[config.mk]
export PLATFORM = sky130hd
export DESIGN_NAME = etc_timer
export DESIGN_NICKNAME = d
export VERILOG_FILES = /design/src/logic/etc_pkg.sv /design/src/logic/etc_out_chan.sv /design/src/logic/etc_timer.sv
export SDC_FILE = /design/constraint.sdc
export NUM_CORES = 1
export LEC_CHECK = 0
export BUFFER_PORTS_ARGS = -buffer_cell sky130_fd_sc_hd__buf_2
export CORE_MARGIN = 8
export CORE_UTILIZATION = 50
export DETAILED_ROUTE_END_ITERATION = 6
export GPL_ROUTABILITY_DRIVEN = 0
export PLACE_DENSITY = 0.79
export RECOVER_POWER = 50
export SYNTH_ARGS = -nofsm -noshare
export SYNTH_HDL_FRONTEND = slang
export SYNTH_SLANG_ARGS = --single-unit
[constraint.sdc]
create_clock -name pclk -period 5.75 [get_ports pclk]
set_clock_uncertainty 0.05 [all_clocks]
set_input_delay 0.575 -clock pclk [delete_from_list [all_inputs] [get_ports pclk]]
set_output_delay 0.575 -clock pclk [all_outputs]
set_load 0.01 [all_outputs]
[src/logic/etc_pkg.sv]
// Package for the enhanced timer compare block: register map, fields, modes.
// Assumes a 32-bit APB slave with one register per aligned word.
package etc_pkg;
    // Register byte offsets
    localparam logic [7:0] OFS_CTRL0 = 8'h00; // Run bit, period bits
    localparam logic [7:0] OFS_CTRL1 = 8'h04; // Channel A control, clear source
    localparam logic [7:0] OFS_CHB = 8'h08;   // timer1_channel_b_control
    localparam logic [7:0] OFS_CMPA = 8'h0c;  // compare_value_a
    localparam logic [7:0] OFS_CMPB = 8'h10;  // compare_value_b
    localparam logic [7:0] OFS_STAT = 8'h14;  // Match flags, write one to clear
    localparam logic [7:0] OFS_CNT = 8'h18;   // Counter readback
    // Reset values
    localparam logic [7:0] RST_REG8 = 8'h00;
    localparam logic [9:0] RST_CMP = 10'h000;
    // Field positions
    localparam int CTRL0_RUN_BIT = 3;
    localparam int CTRL1_CCLR_BIT = 0;
    localparam int STAT_A_BIT = 0;
    localparam int STAT_B_BIT = 1;
    localparam int STAT_P_BIT = 2;
    // Counter geometry
    localparam int CNT_W = 10;
    localparam int PER_LSB = 7;
    // Channel mode codes
    typedef enum logic [1:0] {
        ETC_MODE_CMP = 2'h0,
        ETC_MODE_CAP = 2'h1,
        ETC_MODE_PWM = 2'h2,
        ETC_MODE_TMR = 2'h3
    } etc_mode_t;
    // Channel B control layout
    typedef struct packed {
        logic [1:0] chan_b_mode_sel;
        logic [1:0] chan_b_out_func;
        logic chan_b_out_level;
        logic chan_b_out_invert;
        logic [1:0] pwm_align_sel;
    } etc_chb_t;
    // Channel A control layout
    typedef struct packed {
        logic chan_a_mode_hi;
        logic chan_a_mode_lo;
        logic [1:0] chan_a_out_func;
        logic chan_a_out_level;
        logic chan_a_out_invert;
        logic count_down;
        logic clear_source_sel;
    } etc_cha_t;
    // Match event bundle
    typedef struct packed {
        logic match_p;
        logic match_b;
        logic match_a;
    } etc_match_t;
endpackage

[src/logic/etc_out_chan.sv]
`timescale 1ns/1ps
// One compare-mode output channel: pin state, restore, match action, polarity.
// Assumes match strobes and run-bit rise arrive on pclk.
module etc_out_chan
    import etc_pkg::*;
(
    // Clock and reset
    input wire logic pclk,
    input wire logic presetn,
    // Control
    input wire logic [1:0] mode,
    input wire logic [1:0] out_func,
    input wire logic out_level,
    input wire logic out_invert,
    input wire logic run_rise,
    input wire logic match,
    // Pin
    output logic pin
);
    logic pin_ff; // Raw pin level before polarity
    logic nxt_pin;

    // Next raw level: restore on start, else apply the match action
    always_comb begin
        nxt_pin = pin_ff;
        if (run_rise) begin
            nxt_pin = out_level;
        end else if (match && mode == ETC_MODE_CMP) begin
            case (out_func)
                2'h0: nxt_pin = pin_ff;
                2'h1: nxt_pin = 1'b0;
                2'h2: nxt_pin = 1'b1;
                2'h3: nxt_pin = ~pin_ff;
                default: nxt_pin = pin_ff;
            endcase
        end
    end

    // Register the raw level
    always_ff @(posedge pclk or negedge presetn) begin
        if (!presetn) begin
            pin_ff <= 1'b0;
        end else begin
            pin_ff <= nxt_pin;
        end
    end

    // Timer/counter mode never drives the pin, so polarity is moot there
    assign pin = (mode == ETC_MODE_TMR) ? 1'b0 : (pin_ff ^ out_invert);

    a_restore_level: assert property (@(posedge pclk) disable iff (!presetn)
        run_rise |=> pin_ff == $past(out_level)) else $error("pin not restored");
    a_match_low: assert property (@(posedge pclk) disable iff (!presetn)
        (match && !run_rise && mode == ETC_MODE_CMP && out_func == 2'h1) |=> !pin_ff)
        else $error("drive low missed");
    a_hold_nomatch: assert property (@(posedge pclk) disable iff (!presetn)
        (!match && !run_rise) |=> $stable(pin_ff)) else $error("pin moved");
endmodule

[src/logic/etc_timer.sv]
// Chosen here: the placing of the registers and the APB slave port.
`timescale 1ns/1ps
// Enhanced 10-bit timer, compare-match output path with channel B control.
// Assumes an APB master on pclk; counter ticks every pclk.
//
// Contract
// - Channel B mode field selects operating mode
// - Compare mode match: none, low, high, toggle
// - PWM mode codes: inactive, active, PWM, pulse; here codes PWM and pulse only raise chan_b_pwm_active, pin B keeps its level
// - Capture mode codes select edge or disable
// - No change when requested equals initial
// - Run bit rise restores initial pin level
// - Level bit: initial or active level
// - Polarity bit inverts pin except timer mode
// - Alignment field selects edge or centre; here it is only stored and read back
// - Clear select low: P match clears, flags A,P
// - Clear select high: A clears, no P
// - Only A or B matches move pins
// - Pin A follows A flag, B follows B
// - Run rise zeroes counter, fall holds it
// - Period bits compare counter bits 9..7; zero compares all ones
// - Comparator B never clears counter
module etc_timer
    import etc_pkg::*;
(
    // APB slave
    input wire logic pclk,
    input wire logic presetn,
    input wire logic psel,
    input wire logic penable,
    input wire logic pwrite,
    input wire logic [7:0] paddr,
    input wire logic [31:0] pwdata,
    output logic [31:0] prdata,
    output logic pready,
    output logic pslverr,
    // Output pins
    output logic chan_a_out_pin,
    output logic chan_b_out_pin,
    // Status for the system
    output logic [2:0] match_flags,
    output logic [1:0] chan_b_capture_edge,
    output logic chan_b_pwm_active
);
    // Register state
    logic [7:0] ctrl0_ff, nxt_ctrl0; // Run bit and period bits
    etc_cha_t cha_ff, nxt_cha; // Channel A control
    etc_chb_t chb_ff, nxt_chb; // Channel B control
    logic [9:0] cmpa_ff, nxt_cmpa;
    logic [9:0] cmpb_ff, nxt_cmpb;
    etc_match_t flag_ff, nxt_flag; // Sticky match flags
    logic [CNT_W-1:0] cnt_ff, nxt_cnt;
    logic run_d_ff, nxt_run_d; // Run bit one cycle late, for edge detect
    logic [31:0] prdata_ff, nxt_prdata;

    logic wr_en, rd_en, addr_ok;
    logic run_bit, run_rise;
    logic [2:0] period_bits;
    etc_match_t hit;
    logic at_top;
    etc_mode_t mode_b;

    assign run_bit = ctrl0_ff[CTRL0_RUN_BIT];
    assign period_bits = ctrl0_ff[2:0];
    assign run_rise = run_bit && !run_d_ff;
    assign mode_b = etc_mode_t'(chb_ff.chan_b_mode_sel);

    // Zero-wait APB: every access completes in its access phase
    assign pready = 1'b1;
    assign addr_ok = (paddr == OFS_CTRL0) || (paddr == OFS_CTRL1) || (paddr == OFS_CHB) ||
                     (paddr == OFS_CMPA) || (paddr == OFS_CMPB) || (paddr == OFS_STAT) ||
                     (paddr == OFS_CNT);
    assign pslverr = psel && penable && !addr_ok;
    assign wr_en = psel && penable && pwrite && addr_ok;
    assign rd_en = psel && !penable && !pwrite;
    assign prdata = prdata_ff;

    // Comparators; period compares the whole count with the period bits over seven zero bits, or with all ones when the period bits are zero
    always_comb begin
        // The start cycle still sees the count left by the last stop, so it
        // must not compare; the counter is being zeroed in that cycle
        at_top = (cnt_ff == {CNT_W{1'b1}});
        hit.match_a = run_bit && !run_rise && (cnt_ff == cmpa_ff);
        hit.match_b = run_bit && !run_rise && (cnt_ff == cmpb_ff);
        if (period_bits == 3'h0) begin
            hit.match_p = run_bit && !run_rise && at_top;
        end else begin
            hit.match_p = run_bit && !run_rise && (cnt_ff == {period_bits, 7'h00});
        end
        // With A as clear source the P event is suppressed entirely
        if (cha_ff.clear_source_sel) begin
            hit.match_p = 1'b0;
        end
    end

    // Counter next state
    always_comb begin
        nxt_run_d = run_bit;
        nxt_cnt = cnt_ff;
        if (run_rise) begin
            nxt_cnt = '0;
        end else if (run_bit) begin
            if (cha_ff.clear_source_sel ? hit.match_a : hit.match_p) begin
                nxt_cnt = '0;
            end else begin
                nxt_cnt = cnt_ff + 10'h001;
            end
        end
    end

    // Register and flag next state; hardware set wins over software clear
    always_comb begin
        nxt_ctrl0 = ctrl0_ff;
        nxt_cha = cha_ff;
        nxt_chb = chb_ff;
        nxt_cmpa = cmpa_ff;
        nxt_cmpb = cmpb_ff;
        nxt_flag = flag_ff;
        if (wr_en) begin
            case (paddr)
                OFS_CTRL0: nxt_ctrl0 = pwdata[7:0];
                OFS_CTRL1: nxt_cha = etc_cha_t'({pwdata[7:2], cha_ff.count_down, pwdata[0]});
                OFS_CHB: nxt_chb = etc_chb_t'(pwdata[7:0]);
                OFS_CMPA: nxt_cmpa = pwdata[9:0];
                OFS_CMPB: nxt_cmpb = pwdata[9:0];
                OFS_STAT: nxt_flag = etc_match_t'(flag_ff & ~pwdata[2:0]);
                default: nxt_flag = nxt_flag;
            endcase
        end
        nxt_flag = etc_match_t'(nxt_flag | hit);
    end

    // Read data captured in the setup phase
    always_comb begin
        nxt_prdata = prdata_ff;
        if (rd_en) begin
            case (paddr)
                OFS_CTRL0: nxt_prdata = {24'h000000, ctrl0_ff};
                OFS_CTRL1: nxt_prdata = {24'h000000, cha_ff};
                OFS_CHB: nxt_prdata = {24'h000000, chb_ff};
                OFS_CMPA: nxt_prdata = {22'h000000, cmpa_ff};
                OFS_CMPB: nxt_prdata = {22'h000000, cmpb_ff};
                OFS_STAT: nxt_prdata = {29'h00000000, flag_ff};
                OFS_CNT: nxt_prdata = {22'h000000, cnt_ff};
                default: nxt_prdata = 32'h00000000;
            endcase
        end
    end

    // State registers
    always_ff @(posedge pclk or negedge presetn) begin
        if (!presetn) begin
            ctrl0_ff <= RST_REG8;
            cha_ff <= etc_cha_t'(RST_REG8);
            chb_ff <= etc_chb_t'(RST_REG8);
            cmpa_ff <= RST_CMP;
            cmpb_ff <= RST_CMP;
            flag_ff <= etc_match_t'(3'h0);
            cnt_ff <= RST_CMP;
            run_d_ff <= 1'b0;
            prdata_ff <= 32'h00000000;
        end else begin
            ctrl0_ff <= nxt_ctrl0;
            cha_ff <= nxt_cha;
            chb_ff <= nxt_chb;
            cmpa_ff <= nxt_cmpa;
            cmpb_ff <= nxt_cmpb;
            flag_ff <= nxt_flag;
            cnt_ff <= nxt_cnt;
            run_d_ff <= nxt_run_d;
            prdata_ff <= nxt_prdata;
        end
    end

    assign match_flags = flag_ff;
    // Capture edge code passed on for the capture path
    assign chan_b_capture_edge = (mode_b == ETC_MODE_CAP) ? chb_ff.chan_b_out_func : 2'h3;
    // PWM enable level for the waveform path
    assign chan_b_pwm_active = (mode_b == ETC_MODE_PWM) && chb_ff.chan_b_out_func[1];

    // Output channels; each listens only to its own comparator
    etc_out_chan u_chan_a (
        .pclk(pclk),
        .presetn(presetn),
        .mode({cha_ff.chan_a_mode_hi, cha_ff.chan_a_mode_lo}),
        .out_func(cha_ff.chan_a_out_func),
        .out_level(cha_ff.chan_a_out_level),
        .out_invert(cha_ff.chan_a_out_invert),
        .run_rise(run_rise),
        .match(hit.match_a),
        .pin(chan_a_out_pin)
    );
    etc_out_chan u_chan_b (
        .pclk(pclk),
        .presetn(presetn),
        .mode(chb_ff.chan_b_mode_sel),
        .out_func(chb_ff.chan_b_out_func),
        .out_level(chb_ff.chan_b_out_level),
        .out_invert(chb_ff.chan_b_out_invert),
        .run_rise(run_rise),
        .match(hit.match_b),
        .pin(chan_b_out_pin)
    );

    a_run_rise_zero: assert property (@(posedge pclk) disable iff (!presetn)
        run_rise |=> cnt_ff == 10'h000) else $error("counter not zeroed");
    a_stop_holds: assert property (@(posedge pclk) disable iff (!presetn)
        (!run_bit && !run_d_ff) |=> $stable(cnt_ff)) else $error("counter moved");
    a_no_p_flag: assert property (@(posedge pclk) disable iff (!presetn)
        cha_ff.clear_source_sel |-> !hit.match_p) else $error("P with A clear");
    a_p_clears: assert property (@(posedge pclk) disable iff (!presetn)
        (run_bit && !run_rise && !cha_ff.clear_source_sel && hit.match_p) |=>
        cnt_ff == 10'h000 && flag_ff.match_p) else $error("P clear missed");
    a_a_clears: assert property (@(posedge pclk) disable iff (!presetn)
        (run_bit && !run_rise && cha_ff.clear_source_sel && hit.match_a) |=>
        cnt_ff == 10'h000 && flag_ff.match_a) else $error("A clear missed");
    a_b_no_clear: assert property (@(posedge pclk) disable iff (!presetn)
        (run_bit && !run_rise && hit.match_b && !hit.match_a && !hit.match_p &&
        cnt_ff != 10'h3ff) |=> cnt_ff == $past(cnt_ff) + 10'h001)
        else $error("B cleared counter");
    a_b_flag_set: assert property (@(posedge pclk) disable iff (!presetn)
        (run_bit && !run_rise && cnt_ff == cmpb_ff) |=> flag_ff.match_b)
        else $error("B flag lost");
    a_period_top: assert property (@(posedge pclk) disable iff (!presetn)
        (run_bit && !cha_ff.clear_source_sel && period_bits != 3'h0 &&
        cnt_ff[9:7] == period_bits && cnt_ff[6:0] == 7'h00) |-> hit.match_p)
        else $error("period compare");
endmodule

# After elaboration in Yosys (flattened, before gate mapping)

Index checks and enable logic that the tools add are counted.

Input port bits: 45
Bits in registers: 91
Output and inout bits: 42

Muxes and demuxes: 18
Bitwise operators: 7
Reductions and logical operators: 42
$add $sub $neg: 1
Eq/ne operators: 22

Operators with widths:

| operator                | number |
|---|---|
| $pmux W10 S7            | 1 |
| $eq A10 B10 Y1          | 3 |
| $mux W10                | 3 |
| $eq A8 B5 Y1 const B    | 3 |
| $eq A8 B4 Y1 const B    | 2 |
| $logic_and A1 B1 Y1     | 15 |
| $eq A2 B2 Y1 const B    | 7 |
| $reduce_and A2 Y1       | 7 |
| $add A10 B1 Y10 const B | 1 |
| $eq A10 B10 Y1 const B  | 1 |
| $mux W1                 | 9 |
| $eq A8 B3 Y1 const B    | 1 |
| $logic_not A2 Y1        | 4 |
| $logic_not A8 Y1        | 1 |
| $eq A2 B1 Y1 const B    | 3 |
| $logic_or A1 B1 Y1      | 6 |
| $mux W3                 | 2 |
| $pmux W1 S3             | 2 |
| $reduce_bool A2 Y1      | 3 |
| $logic_not A1 Y1        | 5 |
| $ne A2 B2 Y1 const B    | 2 |
| $and A3 B3 Y3           | 1 |
| $logic_not A3 Y1        | 1 |
| $not A3 Y3              | 1 |
| other kinds (4)         | 6 |

# Logic depth before layout (Yosys ltp)

Depth after elaboration: 11
Gate-level depth with buffers: 7

# By module

A second synthesis with hierarchy kept.

Cells, all modules: 391
Area, all modules: 4038.9 um^2

By module, submodules not included:

| module       | seq. area each (um^2) | instances | cells each | area an instance (um^2) |
|---|---|---|---|---|
| etc_timer    | 1676.6                | 1         | 373        | 3881.2 |
| etc_out_chan | 25.0                  | 2         | 9          | 78.8 |

# Least setup slack after synthesis

OpenSTA, ideal clock, no wires.

Path type: input to register
From: input port paddr[4]
To: register ctrl0_ff[0]
Cell stages on the path: 7
Library setup time: 0.125 ns
Setup slack: 3.446 ns
Data arrival time: 2.129 ns
Path through: buf_2 nor4_1 and2_1 clkbuf_2 nor2b_1 buf_2 mux2_2

Longest elaborated chain between the ends: 9

Ends and longest elaborated chain:

| item                                                    | line                              | RTL |
|---|---|---|
| start, declared                                         | etc_timer.sv:32                   | `input wire logic [7:0] paddr,` |
| $eq A8 B3 Y1 / $logic_not A8 Y1 (equally long branches) | etc_timer.sv:70, etc_timer.sv:120 |  |
| $logic_or A1 B1 Y1 (3 in series)                        | etc_timer.sv:70                   | `assign addr_ok = (paddr == OFS_CTRL0) \|\| (paddr == OFS_CTRL1) \|\| (paddr == OFS_CHB) \|\|` |
| $logic_or A1 B1 Y1 (3 in series)                        | etc_timer.sv:71                   | `(paddr == OFS_CMPA) \|\| (paddr == OFS_CMPB) \|\| (paddr == OFS_STAT) \|\|` |
| $logic_and A1 B1 Y1                                     | etc_timer.sv:74                   | `assign wr_en = psel && penable && pwrite && addr_ok;` |
| $reduce_and A2 Y1 (no line) *                           | --                                |  |
| end signal, assigned                                    | etc_timer.sv:163                  | `ctrl0_ff <= nxt_ctrl0;` |
| end, declared                                           | etc_timer.sv:46                   | `logic [7:0] ctrl0_ff, nxt_ctrl0;` |

Mark *: on every way between the ends. The rest lies on a longest branch, timed or not.
A chain may end at the register's enable or synchronous reset.

==> impl_metrics.ini <==
[clock_tree]
tritoncts_num_sinks = 69
cts-root-buf = sky130_fd_sc_hd__clkbuf_8
clkLatencyLatePin_ns = 0.34
post-cts-setup-buffers = 0
clockBufferDepth = 2
cts_tree = done
number_of_buffers_added_by_the_clock_tree_synthesis_step = 9
cts_repair_resize_count = 0
clkTransAtPathRegs_ns = 0.07
h-tree-depth = 3
ctsHoldBuffers = 0

[global_route]
grt.overflow.total = 0
via_count_of_the_first_global_routing_pass = 3106
grt_start_max_net_pins = 70
grt_usage_pct = 17.89
grt_first_pass_wirelength_mm = 15.73
antenna_found_initial = 0

[timing]
finalSetupTns_ns = 0
final_max_slew_viol_count = 70
finalSetupViolations = 0
clock.fmax_mhz = 270.1
final_min_period_over_clock_period_pct = 64.39
slew_headroom_pct = -144.1
hold_ws_ns = 0.4249
max_slew.worst_pin.slew_ns = 3.661
rsz0062_at_grt = no
final-hold-violation-count = 0
layout_min_cycle_time_ns = 3.702

[floorplanning]
die_area_mm2 = 0.01083
floorplan.die.width_um = 104.1
start_util_pct = 50.99
fp-row-count = 32
fp.dieH_um = 104.1
floorplan_core_area_mm2 = 0.007607
io_pins = 87

[critical_path]
worst_r2r_startpoint = ctrl0_ff[3]
rr_worst_depth = 5
timing.critical_path.slowest_stage_cell = sky130_fd_sc_hd__clkbuf_1
cp-end-kind = asynchronous set/reset pin
worst_r2r_endpoint = cnt_ff[7]
data_arrival_time_of_the_worst_path_ns = 3.26
crit_buf_inv = 2
ordered_list_of_cells_on_the_worst_path = buf_2 > clkbuf_1
cp.required_ns = 5.31
critical_path.top_delay_family = buffers and inverters
crit_fanout = 69
worst_path_largest_cell_delay_ns = 2.56
setup.worst_path.start_class = input port
setup.worst_path.class = input port to asynchronous set/reset pin
reg2reg_slack_ns = 3.31

[synth]
post-synth-top-count-cell = sky130_fd_sc_hd__dfrtp_1
postSynthRegisterBits = 69
yosys_warnings = 0
synth.avg_cell_area_um2 = 10.54
synth-seq-area-share_pct = 44.52
synth_flop_cell = sky130_fd_sc_hd__dfrtp_1
synth.lib_cells_used.distinct = 50
ys_top_cells_by_area = sky130_fd_sc_hd__dfrtp_1 45%, sky130_fd_sc_hd__mux2_2 11%, sky130_fd_sc_hd__xor2_1 4.7%
synth_edf_count = 0
dominant_cell_type_by_area_after_synthesis = sky130_fd_sc_hd__dfrtp_1
mappedNetlistArea_mm2 = 0.003879
synth.top_cell.area_share_pct = 44.52
synth_cells = 368
async_reset_ff_share_pct = 100.0
post_synth_most_frequent_cells = 69 x sky130_fd_sc_hd__dfrtp_1, 38 x sky130_fd_sc_hd__mux2_2, 24 x sky130_fd_sc_hd__buf_4

[placement]
place_hpwl_mm = 6.883
detailed_place.area_mm2 = 0.004026
numPortBuffers = 41

[routing]
via_count = 3003
drtIter0Drc = 304
drt-wirelength-per-cell_um = 19.24
route.detailed.vias_per_inst = 5.982
detailed_routing_iterations_pass_1 = 6
drcViolationCount = 0
antenna_violating_nets_post_route = 0
wl_mm = 9.657

[pwr]
power.ir.vdd_worst_v = 0.0001275
static_leakage_nw = 1.965
power.density_mw_per_mm2 = 228.2

[layout]
syn_to_final_growth_pct = 8.387
fillCellCount = 681
n_antenna_cell = 0
share_of_cells_above_drive_strength_1_pct = 25.25
finish.net_count = 441
final_cell_area_mm2 = 0.004204

[run]
max_cap_violations = 1

[hold_path]
hold_path_depth = 2
timing.hold.worst_endpoint = cmpa_ff[9]
hold_path_class = input port to register
min_delay_src = pwdata[9]

[status]
run_status = finished, violations left
failing_checks = max-capacitance violations, max-slew violations
[area by class of cell]
cell class | instances | area [um2] | share of cell area, %
multi-input combinational | 263 | 1918 | 45.63
tap | 102 | 127.6 | 3.036
sequential | 69 | 1727 | 41.07
clock inverter | 6 | 63.81 | 1.518
inverter | 9 | 33.78 | 0.8036
timing repair buffer | 43 | 206.4 | 4.911
clock buffer | 10 | 127.6 | 3.036
[kinds of logic (layout without fill, tap and decap cells)]
kind of cell	Yosys count	in the layout	synth area share, %
AOI/OAI and AO/OA	59	59	12.16
and+or+nand+nor	114	114	17.16
other	2	23	0.1936
adders and majority gates	1	1	0.3225
buffers and inverters	57	68	8.193
xor gates and xnor gates	25	25	5.645
muxes	41	41	11.81
DFF	69	69	44.52
[power by group]
group | switching, mW | internal, mW | total (mW)
registers | 0.00688 | 0.497 | 0.504
clock network | 0.185 | 0.199 | 0.384
logic | 0.0486 | 0.0220 | 0.0706
[metal layers]
metal / track usage [%] / vias to the layer above / wire length, um
li1: - / 1357 / -
met1: 21.92 / 1467 / 4029
met2: 28.23 / 152 / 4538
met3: 4.833 / 27 / 808
met4: 9.307 / 0 / 282
met5: 0 / - / 0
[through the flow]
step,power (mW),setup slack (ns),std cells,utilization (%)
after floorplan,0.5586,3.446,389,-
after global placement,0.5846,2.310,486,52.93
after detailed placement,0.5868,2.262,486,52.93
after CTS,0.9677,2.607,502,55.44
after global routing,0.9991,1.291,502,55.26
final,0.9592,2.048,502,55.26
[flip-flops by register name (all words and copies together), names as in the netlist]
name             cells
u_chan_b.pin_ff      1
ctrl0_ff             8
u_chan_a.pin_ff      1
cnt_ff              10
run_d_ff             1
chb_ff               6
prdata              10
cha_ff               7
mode_b               2
cmpb_ff             10
cmpa_ff             10
match_flags          3
[worst max path at each step]
stage / start / end / slack (ns) / cells past startpoint
after global placement: paddr[5] / cmpb_ff[5] / 2.31 / 5
after detailed placement: paddr[5] / cmpb_ff[9] / 2.26 / 5
after CTS: paddr[5] / cmpb_ff[8] / 2.61 / 5
after global routing: presetn / cmpa_ff[8] / 1.29 / 2
final: presetn / cnt_ff[7] / 2.05 / 2
after floorplan: paddr[4] / ctrl0_ff[0] / 3.45 / 7
[cells in the final DEF, fill, tap and decap left out, types with 6 or more instances in the layout]
| cell | Yosys | routed |
|---|---|---|
| sky130_fd_sc_hd__xor2_1 | 21 | 21 |
| sky130_fd_sc_hd__nor2b_1 | 7 | 7 |
| sky130_fd_sc_hd__nor2_1 | 17 | 17 |
| sky130_fd_sc_hd__and3_1 | 8 | 8 |
| sky130_fd_sc_hd__o311ai_1 | 6 | 6 |
| sky130_fd_sc_hd__clkbuf_8 | 0 | 9 |
| sky130_fd_sc_hd__conb_1 | 2 | 23 |
| sky130_fd_sc_hd__nand2_1 | 21 | 21 |
| sky130_fd_sc_hd__o21ai_0 | 11 | 11 |
| sky130_fd_sc_hd__a31oi_1 | 10 | 10 |
| sky130_fd_sc_hd__nand3_1 | 13 | 13 |
| sky130_fd_sc_hd__mux2_2 | 38 | 38 |
| sky130_fd_sc_hd__clkbuf_1 | 13 | 10 |
| sky130_fd_sc_hd__dfrtp_1 | 69 | 69 |
| sky130_fd_sc_hd__nand4_1 | 7 | 7 |
| sky130_fd_sc_hd__buf_2 | 10 | 33 |
| sky130_fd_sc_hd__a222oi_1 | 12 | 12 |
| sky130_fd_sc_hd__inv_1 | 9 | 9 |
| sky130_fd_sc_hd__nand2b_1 | 6 | 6 |
Note: power is estimated with default switching activity, not from simulation.
